### src/rtl/supply_mode_map.vh
// Constants for the operating-mode and failure-response block.
// Assumes a 50 MHz pclk and APB word-aligned register access.
//
// Overview of operation
// - Enter init mode at power-up and after a software reset.
// - Stop mode keeps core supply on; sleep mode turns it off.
// - Restart holds host reset, then goes normal after reset delay once failure clears.
// - Fail-safe keeps core supply off until wake or over-temperature clears.
// - Development mode stops watchdog; chosen by grounded test pin during init.
// - Configuration and diagnosis use 16-bit serial frames.
// - Mode bits set mode; cleared through restart so they show current mode.
// - After power-on start in init with watchdog long open window.
// - Pull interrupt pin low during reset delay, filter, latch at reset rise.
// - While power-on flag set, re-pull and re-latch on every reset low.
// - No stable pin level during sampling latches zero, meaning fail-safe.
// - Strap high: watchdog failure restarts; fail outputs after first or second failure.
// - Strap low: watchdog failure fail-safe; with soft bit zero first failure restarts.
// - Overvoltage reset enabled, strap high: restart, set flag, assert fail outputs.
// - Overvoltage reset enabled, strap low: fail-safe, set flag, assert fail outputs.
// - Host reads soft configuration bit and latched strap bit.
// - Latched strap holds in every mode once power-on flag is cleared, until power-on reset.
// - Any serial command in init moves to normal mode.
// - No watchdog trigger within long open window is a watchdog failure.
// - Wake events in init mode are discarded.
`ifndef SUPPLY_MODE_MAP_VH
`define SUPPLY_MODE_MAP_VH

`define MODE_CTRL_OFF     12'h000
`define HARDWARE_CONTROL_REG_OFF       12'h004
`define WAKE_LVL_OFF      12'h008
`define STATUS_OFF        12'h00c
`define FRAME_OFF         12'h010

`define MODE_W            3
`define MODE_INIT         3'h0
`define MODE_NORMAL       3'h1
`define MODE_STOP         3'h2
`define MODE_SLEEP        3'h3
`define MODE_RESTART      3'h4
`define MODE_FAILSAFE     3'h5

`define CTRL_SOFT_RESET   3'h6

`define HW_CFG_BIT        0
`define HW_OV_RST_BIT     1
`define HARDWARE_CONTROL_REG_RESET     2'h0

`define ST_FLAG_POR       0
`define ST_FLAG_OV        1
`define ST_FLAG_WD        2

`define RESET_DELAY_NS    10000
`define FILTER_NS         200
`define LONG_WINDOW_NS    200000000
`define CLK_PERIOD_NS     20
`define RESET_DELAY_CYC   ((`RESET_DELAY_NS + `CLK_PERIOD_NS - 1) / `CLK_PERIOD_NS)
`define FILTER_CYC        ((`FILTER_NS + `CLK_PERIOD_NS - 1) / `CLK_PERIOD_NS)
`define LONG_WINDOW_CYC   (`LONG_WINDOW_NS / `CLK_PERIOD_NS)

`endif

### src/rtl/supply_mode_fail_config.v
// Operating-mode state machine with strap-latched failure-response configuration.
// Assumes an APB master on pclk; pins from outside are double-synchronised here.
`timescale 1ns/1ps
`default_nettype none
`include "supply_mode_map.vh"

module supply_mode_fail_config #(
  parameter [31:0] RESET_DELAY_CYCLES = `RESET_DELAY_CYC,
  parameter [31:0] LONG_WINDOW_CYCLES = `LONG_WINDOW_CYC
) (
  input  wire        pclk,
  input  wire        presetn,
  input  wire        psel,
  input  wire        penable,
  input  wire        pwrite,
  input  wire [11:0] paddr,
  input  wire [31:0] pwdata,
  output wire        pready,
  output reg  [31:0] prdata,
  output wire        pslverr,
  input  wire        int_pin_in,
  output wire        int_pin_out,
  output wire        int_pin_oe,
  input  wire        test_pin,
  input  wire        wake_event,
  input  wire        overtemp,
  input  wire        core_undervolt,
  input  wire        core_overvolt,
  input  wire        wd_trigger,
  output reg         host_reset_output,
  output reg         fail_outputs,
  output reg         core_supply_enable,
  output reg         core_supply_low_power,
  output reg         watchdog_running,
  output reg         development_mode,
  output reg  [2:0]  operating_mode_bits
);

  localparam [31:0] FILT_CYC_FULL = `FILTER_CYC;
  // Filter count fits four bits; cut on purpose
  localparam [3:0]  FILT_CYC      = FILT_CYC_FULL[3:0];

  // Synchronisers for every pin that enters from the board
  reg [1:0] int_sync_reg;
  reg [1:0] test_sync_reg;
  reg [1:0] wake_sync_reg;
  reg [1:0] ot_sync_reg;
  reg [1:0] uv_sync_reg;
  reg [1:0] ov_sync_reg;
  reg [1:0] wdt_sync_reg;
  always @(posedge pclk or negedge presetn) begin
    if (!presetn) begin
      int_sync_reg  <= 2'h0;
      test_sync_reg <= 2'h3;
      wake_sync_reg <= 2'h0;
      ot_sync_reg   <= 2'h0;
      uv_sync_reg   <= 2'h0;
      ov_sync_reg   <= 2'h0;
      wdt_sync_reg  <= 2'h0;
    end else begin
      int_sync_reg  <= {int_sync_reg[0], int_pin_in};
      test_sync_reg <= {test_sync_reg[0], test_pin};
      wake_sync_reg <= {wake_sync_reg[0], wake_event};
      ot_sync_reg   <= {ot_sync_reg[0], overtemp};
      uv_sync_reg   <= {uv_sync_reg[0], core_undervolt};
      ov_sync_reg   <= {ov_sync_reg[0], core_overvolt};
      wdt_sync_reg  <= {wdt_sync_reg[0], wd_trigger};
    end
  end
  wire int_s  = int_sync_reg[1];
  wire wake_s = wake_sync_reg[1];
  wire ot_s   = ot_sync_reg[1];
  wire uv_s   = uv_sync_reg[1];
  wire ov_s   = ov_sync_reg[1];
  reg  wdt_prev_reg;
  wire wdt_pulse = wdt_sync_reg[1] & ~wdt_prev_reg;

  // APB decode
  wire apb_wr = psel & penable & pwrite;
  wire apb_setup_rd = psel & ~penable & ~pwrite;
  assign pready  = 1'b1;
  assign pslverr = 1'b0;

  function addr_is;
    input [11:0] a;
    input [11:0] off;
    begin
      addr_is = (a == off);
    end
  endfunction

  reg  [2:0]  mode_reg;
  reg  [2:0]  mode_next;
  reg  [1:0]  hardware_control_reg;
  reg  [2:0]  flags_reg;
  reg  [15:0] frame_reg;
  reg         pin_strap_config;
  reg         core_overvolt_flag;
  reg         wd_fail_cnt_reg;
  reg  [31:0] timer_reg;
  reg  [31:0] wd_timer_reg;
  reg  [3:0]  filt_cnt_reg;
  reg         filt_val_reg;
  reg         filt_last_reg;
  reg         filt_stable_reg;
  reg         rst_prev_reg;

  wire core_overvolt_reset_enable = hardware_control_reg[`HW_OV_RST_BIT];
  wire soft_cfg = hardware_control_reg[`HW_CFG_BIT];
  // Any frame written while in init counts as a command
  wire frame_wr = apb_wr & addr_is(paddr, `FRAME_OFF);
  wire mode_wr  = apb_wr & addr_is(paddr, `MODE_CTRL_OFF);
  wire soft_rst = mode_wr & (pwdata[2:0] == `CTRL_SOFT_RESET);
  wire wd_active = ~development_mode & ((mode_reg == `MODE_INIT) | (mode_reg == `MODE_NORMAL)
                   | (mode_reg == `MODE_STOP));
  wire wd_fail = wd_active & (wd_timer_reg == 32'h0);
  wire ov_event = ov_s & core_overvolt_reset_enable & ~core_overvolt_flag
                  & (mode_reg != `MODE_RESTART) & (mode_reg != `MODE_FAILSAFE);
  wire wake_ok = wake_s & (mode_reg != `MODE_INIT);
  wire dev_next = development_mode | ((mode_reg == `MODE_INIT) & ~test_sync_reg[1]);

  // Watchdog with long open window; loaded at reset so init cannot fail at once
  always @(posedge pclk or negedge presetn) begin
    if (!presetn) begin
      wd_timer_reg <= LONG_WINDOW_CYCLES;
      wdt_prev_reg <= 1'b0;
    end else begin
      wdt_prev_reg <= wdt_sync_reg[1];
      if (wdt_pulse || !wd_active || mode_next != mode_reg)
        wd_timer_reg <= LONG_WINDOW_CYCLES;
      else if (wd_timer_reg != 32'h0)
        wd_timer_reg <= wd_timer_reg - 32'h1;
    end
  end

  // Mode transitions
  always @* begin
    mode_next = mode_reg;
    case (mode_reg)
      `MODE_INIT: begin
        if (frame_wr)
          mode_next = `MODE_NORMAL;
      end
      `MODE_NORMAL, `MODE_STOP, `MODE_SLEEP: begin
        if (mode_wr && pwdata[2:0] <= `MODE_SLEEP && mode_reg != `MODE_SLEEP)
          mode_next = pwdata[2:0];
        if (mode_reg == `MODE_SLEEP && wake_ok)
          mode_next = `MODE_RESTART;
        if (uv_s && mode_reg != `MODE_SLEEP)
          mode_next = `MODE_RESTART;
      end
      `MODE_RESTART: begin
        if (!uv_s && !ov_s && timer_reg >= RESET_DELAY_CYCLES)
          mode_next = `MODE_NORMAL;
      end
      `MODE_FAILSAFE: begin
        if (wake_ok || !ot_s)
          mode_next = `MODE_RESTART;
      end
      default: mode_next = `MODE_INIT;
    endcase
    if (wd_fail) begin
      if (pin_strap_config)
        mode_next = `MODE_RESTART;
      else if (!soft_cfg && !wd_fail_cnt_reg)
        mode_next = `MODE_RESTART;
      else
        mode_next = `MODE_FAILSAFE;
    end
    if (ov_event)
      mode_next = pin_strap_config ? `MODE_RESTART : `MODE_FAILSAFE;
    if (soft_rst)
      mode_next = `MODE_INIT;
  end

  // Reset delay timer and host reset output
  always @(posedge pclk or negedge presetn) begin
    if (!presetn) begin
      mode_reg          <= `MODE_INIT;
      timer_reg         <= 32'h0;
      host_reset_output <= 1'b0;
      rst_prev_reg      <= 1'b0;
    end else begin
      mode_reg     <= mode_next;
      rst_prev_reg <= host_reset_output;
      if (mode_next != mode_reg || mode_reg == `MODE_SLEEP || mode_reg == `MODE_FAILSAFE)
        timer_reg <= 32'h0;
      else if (timer_reg < RESET_DELAY_CYCLES)
        timer_reg <= timer_reg + 32'h1;
      case (mode_reg)
        `MODE_RESTART, `MODE_SLEEP, `MODE_FAILSAFE: host_reset_output <= 1'b0;
        `MODE_INIT: host_reset_output <= (timer_reg >= RESET_DELAY_CYCLES) | host_reset_output;
        default: host_reset_output <= 1'b1;
      endcase
    end
  end

  // Pull-down window: reset low while power-on flag stands
  wire sampling = ~host_reset_output & flags_reg[`ST_FLAG_POR];
  assign int_pin_out = 1'b0;
  assign int_pin_oe  = sampling;
  wire   ro_rise = host_reset_output & ~rst_prev_reg;

  // Continuous filter; unstable input leaves zero
  always @(posedge pclk or negedge presetn) begin
    if (!presetn) begin
      filt_cnt_reg     <= 4'h0;
      filt_val_reg     <= 1'b0;
      filt_last_reg    <= 1'b0;
      filt_stable_reg  <= 1'b0;
      pin_strap_config <= 1'b0;
      development_mode <= 1'b0;
    end else begin
      filt_last_reg <= int_s;
      if (!sampling) begin
        filt_cnt_reg    <= 4'h0;
        filt_stable_reg <= 1'b0;
      end else if (int_s != filt_last_reg) begin
        filt_cnt_reg    <= 4'h0;
        filt_stable_reg <= 1'b0;
      end else if (filt_cnt_reg < FILT_CYC) begin
        filt_cnt_reg <= filt_cnt_reg + 4'h1;
      end else begin
        filt_val_reg    <= int_s;
        filt_stable_reg <= 1'b1;
      end
      if (ro_rise && flags_reg[`ST_FLAG_POR])
        pin_strap_config <= filt_stable_reg & filt_val_reg;
      development_mode <= dev_next;
    end
  end

  // Failure counting, flags, fail outputs, registers
  always @(posedge pclk or negedge presetn) begin
    if (!presetn) begin
      hardware_control_reg <= `HARDWARE_CONTROL_REG_RESET;
      flags_reg            <= 3'h1;
      core_overvolt_flag   <= 1'b0;
      wd_fail_cnt_reg      <= 1'b0;
      fail_outputs         <= 1'b0;
      frame_reg            <= 16'h0;
    end else begin
      if (apb_wr && addr_is(paddr, `HARDWARE_CONTROL_REG_OFF))
        hardware_control_reg <= pwdata[1:0];
      if (frame_wr)
        frame_reg <= pwdata[15:0];
      if (apb_wr && addr_is(paddr, `STATUS_OFF))
        flags_reg <= flags_reg & ~pwdata[2:0];
      if (wd_fail) begin
        flags_reg[`ST_FLAG_WD] <= 1'b1;
        wd_fail_cnt_reg <= 1'b1;
        if (soft_cfg || wd_fail_cnt_reg)
          fail_outputs <= 1'b1;
      end
      if (apb_wr && addr_is(paddr, `STATUS_OFF) && pwdata[`ST_FLAG_OV] && !ov_event)
        core_overvolt_flag <= 1'b0;
      if (ov_event) begin
        core_overvolt_flag <= 1'b1;
        fail_outputs       <= 1'b1;
      end
      if (mode_reg == `MODE_NORMAL && timer_reg >= RESET_DELAY_CYCLES && !wd_fail)
        wd_fail_cnt_reg <= wd_fail_cnt_reg;
    end
  end

  // Mode outputs; mode bits read back as the live mode, with restart reading as init
  always @(posedge pclk or negedge presetn) begin
    if (!presetn) begin
      core_supply_enable    <= 1'b1;
      core_supply_low_power <= 1'b0;
      watchdog_running      <= 1'b0;
      operating_mode_bits   <= `MODE_INIT;
    end else begin
      core_supply_enable    <= (mode_next != `MODE_SLEEP) & (mode_next != `MODE_FAILSAFE);
      core_supply_low_power <= (mode_next == `MODE_STOP);
      watchdog_running      <= wd_active & ~dev_next;
      operating_mode_bits   <= (mode_next == `MODE_RESTART) ? `MODE_INIT : mode_next;
    end
  end

  reg [31:0] rd_mux;
  always @* begin
    rd_mux = 32'h0;
    if (addr_is(paddr, `MODE_CTRL_OFF))
      rd_mux = {29'h0, operating_mode_bits};
    else if (addr_is(paddr, `HARDWARE_CONTROL_REG_OFF))
      rd_mux = {30'h0, hardware_control_reg};
    else if (addr_is(paddr, `WAKE_LVL_OFF))
      rd_mux = {30'h0, development_mode, pin_strap_config};
    else if (addr_is(paddr, `STATUS_OFF))
      rd_mux = {28'h0, core_overvolt_flag, flags_reg[2], flags_reg[1] | core_overvolt_flag, flags_reg[0]};
    else if (addr_is(paddr, `FRAME_OFF))
      rd_mux = {16'h0, frame_reg};
  end

  // Captured in the setup cycle so the zero-wait access phase sees flip-flops
  always @(posedge pclk or negedge presetn) begin
    if (!presetn)
      prdata <= 32'h0;
    else if (apb_setup_rd)
      prdata <= rd_mux;
  end

endmodule
`default_nettype wire

### config.mk
export PLATFORM = sky130hd
export DESIGN_NAME = supply_mode_fail_config
export DESIGN_NICKNAME = d
export VERILOG_FILES = /design/src/rtl/supply_mode_fail_config.v
export VERILOG_INCLUDE_DIRS = /design/src /design/src/rtl
export SDC_FILE = /design/constraint.sdc
export NUM_CORES = 1
export LEC_CHECK = 0
export CORE_ASPECT_RATIO = 1.25
export CORE_MARGIN = 2
export CORE_UTILIZATION = 57
export DETAILED_ROUTE_END_ITERATION = 8
export DONT_BUFFER_PORTS = 1
export GPL_TIMING_DRIVEN = 0
export PLACE_DENSITY = 0.75
export SLEW_MARGIN = 40
export SYNTH_ARGS = -nofsm -noshare
export SYNTH_HDL_FRONTEND = slang
export SYNTH_SLANG_ARGS = --single-unit
### constraint.sdc
create_clock -name pclk -period 2.8 [get_ports pclk]
set_input_delay 0.56 -clock pclk [delete_from_list [all_inputs] [get_ports pclk]]
set_output_delay 0.56 -clock pclk [all_outputs]
set_load 0.1 [all_outputs]
==> reports/qor.csv <==
stage,metric,value,unit
outcome,status,"complete, but fails checks",
outcome,violated checks,"negative hold slack, negative setup slack",
placement,Placed Instances,810,
floorplanning,DIE HEIGHT,125,µm
floorplanning,die area,12500,µm²
clocking,Clock Sinks,138,
worst_hold_path,HP Class,in -> async,
global_routing,total track usage,25.5,%
sta,Rel. slew slack,40.7,%
logic_synthesis,Mean Syn Cell Area,10.1,µm²
pwr,static leakage,3.63,nW
clocking,CTS Buffer Depth,2,
detailed_routing,router iterations before antenna repair,5,
detailed_routing,Vias/cell,6.11,
floorplanning,Top Ports,101,
logic_synthesis,Yosys reg bits,138,
detailed_routing,total length of routed wires,16.2,mm
sta,clock skew,0.00668,ns
logic_synthesis,Synth Area in Simple Gates,25.0,%
clocking,CTS tree,built,
global_routing,most used routing layer,met2,
logic_synthesis,"top cells by count, synth","126 x dfrtp_1, 80 x nor2_1, 56 x nand2_1, 56 x nand3_1, 31 x o21ai_0",
pwr,sequential share of power,45.4,%
global_routing,met1 usage,30.6,%
placement,PortBufs,0,
logic_synthesis,largest family of logic cells by synthesized area,simple AND/OR/NAND/NOR gates,
run,max_cap viols,0,
setup_path,"Max FO, Critical Path",7,
pwr,net switching power,1.03,mW
cells_and_area,fin area,8110,µm²
global_routing,largest net degree at the start of global routing,139,
global_routing,initial antenna violation count,0,
global_routing,GR Overflow Total,0,
cells_and_area,layout overhead on the synthesized area,22.5,%
clocking,"CTS clk-pin slew, worst paths",0.06,ns
detailed_routing,DRT antenna net count,0,
floorplanning,die width,100,µm
pwr,Pint,3.53,mW
cells_and_area,post-route insts no fill,873,
detailed_routing,DRC Markers,0,
clocking,H-tree Lvls,4,
pwr,share of total power in combinational logic,4.6,%
sta,final hold slack,-0.165,ns
logic_synthesis,mux contribution to synthesized area,3.84,%
setup_path,CP Capture Type,register,
clocking,clk root buf,clkbuf_16,
sta,Fin. Hold Viols,128,
setup_path,CP Data Required Time,3.10,ns
sta,post-layout min period,2.93,ns
global_routing,met2 Usage GRT,42.2,%
placement,dpl cell area,6910,µm²
logic_synthesis,synth unique cells,59,
logic_synthesis,Synth area leader,dfrtp_1,
cells_and_area,Layout Utilization,70.8,%
global_routing,first-pass GRT wire length,25.2,mm
floorplanning,Placeable Area,11500,µm²
logic_synthesis,"Seq/Total Area, Yosys",52.4,%
logic_synthesis,Synth area leaders,"dfrtp_1 48%, dfstp_2 4.8%, nor2_1 4.5%, nand3_1 4.2%, mux2_2 3.2%",
sta,fmax,341,MHz
cells_and_area,layout cells sized above 1,28.7,%
sta,Least-Margin Pin Slew,0.890,ns
detailed_routing,DR vias,5336,
floorplanning,starting density of the core,57.8,%
sta,final setup violation count,64,
floorplanning,FP Rows,44,
pwr,sw frac,22.6,%
cells_and_area,antenna fix cells,0,
global_routing,vias in the first global route,5228,
logic_synthesis,compound-cell area share of the yosys netlist,8.14,%
detailed_routing,Wirelength per Cell,18.5,µm
pwr,clock share of power,50.0,%
placement,Detailed Place HPWL,9.91,mm
setup_path,crit path DAT,3.23,ns
global_routing,GR Layer Usage met3,6.96,%
sta,setup slack after layout,-0.130,ns
logic_synthesis,synth warn,0,
logic_synthesis,Synth Instances,655,
setup_path,critical path class,reg -> reg,
logic_synthesis,post-synthesis adder-cell area fraction,0.756,%
placement,gpl congestion,0.889,
logic_synthesis,Post-synth EDFFs,0,
logic_synthesis,asr flop ratio synth,100,%
logic_synthesis,most common cell in the netlist,dfrtp_1,
logic_synthesis,Synth top area share,47.6,%
pwr,worst vdd ir,0.349,mV
cells_and_area,filler instances,800,
detailed_routing,DR iter-0 viols,468,
sta,Slew Limit Fails,0,
clocking,total CTS buffers,17,
clocking,"Clk Latency, worst-skew pair",0.42,ns
logic_synthesis,XOR/XNOR Fraction of Synth Area,4.50,%
setup_path,CP Launch Type,register,
sta,fin crit share,105,%
logic_synthesis,ys flop type,dfrtp_1,
sta,RSZ-0062 raised after global routing,yes,
pwr,power density cells,562,nW/µm²
logic_synthesis,Post-Synthesis Cell Area,6620,µm²
cells_and_area,Final nets,782,
-- placed cells by master (no fill, tap or decap), types with 14 or more instances in the layout --
cell type,Yosys,routed
xnor2_1,21,21
nor2_1,80,59
nor2_2,0,15
nand3_1,56,53
o21ai_0,31,30
conb_1,2,19
clkbuf_16,0,19
nor3_1,17,14
buf_4,20,46
nand2_1,56,56
dfrtp_2,0,21
nor4_1,23,20
dfrtp_1,126,105
mux2_2,19,19
-- per-stage QoR --
stage          setup WS [ns]  power (mW)  setup TNS, ns
2_1_floorplan         -0.184        2.29          -8.36
3_3_place_gp          -0.655        2.30         -40.18
3_5_place_dp          -0.652        2.31         -41.69
4_1_cts              -0.0988        4.57          -4.12
5_1_grt               -0.209        4.69         -11.55
6_report              -0.130        4.56          -6.26
-- per-layer routing --
layer / vias up / wire length, µm
met5: - / 0
met1: 2615 / 6230
met3: 56 / 1120
met4: 0 / 393
li1: 2428 / -
met2: 237 / 8420
-- power groups by stage --
stage                     combinational [mW]  sequential [mW]  clock, mW
after floorplan                        0.196             2.09          0
after global placement                 0.204             2.10          0
after detailed placement               0.206             2.10          0
after CTS                              0.208             2.07       2.30
after global routing                   0.223             2.07       2.39
final                                  0.210             2.07       2.28
-- worst max-delay path, stage by stage (launching register included) --
cell and delay (ns):
dfrtp_1 0.38, or4_4 0.54, or4_4 0.47, nor4_4 0.40, o21bai_2 0.12, or3_4 0.35, o211ai_4 0.15, buf_8 0.20
and4b_1 0.20
-- cells by family after synthesis --
group / after synthesis
xor+xnor: 34
simple gates: 313
other cells: 2
buf+inv: 61
flops: 138
compound gates: 80
mux: 23
fa+ha+maj: 4
-- cell type report --
type | instances | area, µm² | area share (%)
flip-flops and latches | 138 | 3490 | 43.1
multi-input cells | 473 | 3100 | 38.2
clock buffers | 24 | 502 | 6.18
plain buffers | 52 | 380 | 4.69
repair buffers | 33 | 330 | 4.07
well taps | 138 | 173 | 2.13
clock inverters | 8 | 109 | 1.34
inverters | 7 | 26.3 | 0.324
-- final timing paths --
kind | from | endpoint | slack [ns] | cells past startpoint
setup / recovery | wd_timer_reg[24] | wd_timer_reg[17] | -0.13 | 8
max in group asynchronous | presetn | test_sync_reg[0] | 2.71 | 0
hold reg to reg | ot_sync_reg[0] | ot_sync_reg[1] | 0.35 | 0
min in group pclk | test_pin | test_sync_reg[0] | 0.14 | 0
setup reg to reg | wd_timer_reg[24] | wd_timer_reg[17] | -0.13 | 8
hold / removal | presetn | prdata[9] | -0.17 | 0
-- timing repair --
action | CTS | global route
pin swaps | 12 | 14
endpoints found under the hold margin | 135 | 132
gates resized for setup | 33 | 55
endpoints found under the setup margin | 65 | 70
cloned | 2 | 3
setup buffers | 20 | 9
(Power assumes the default switching activity.)
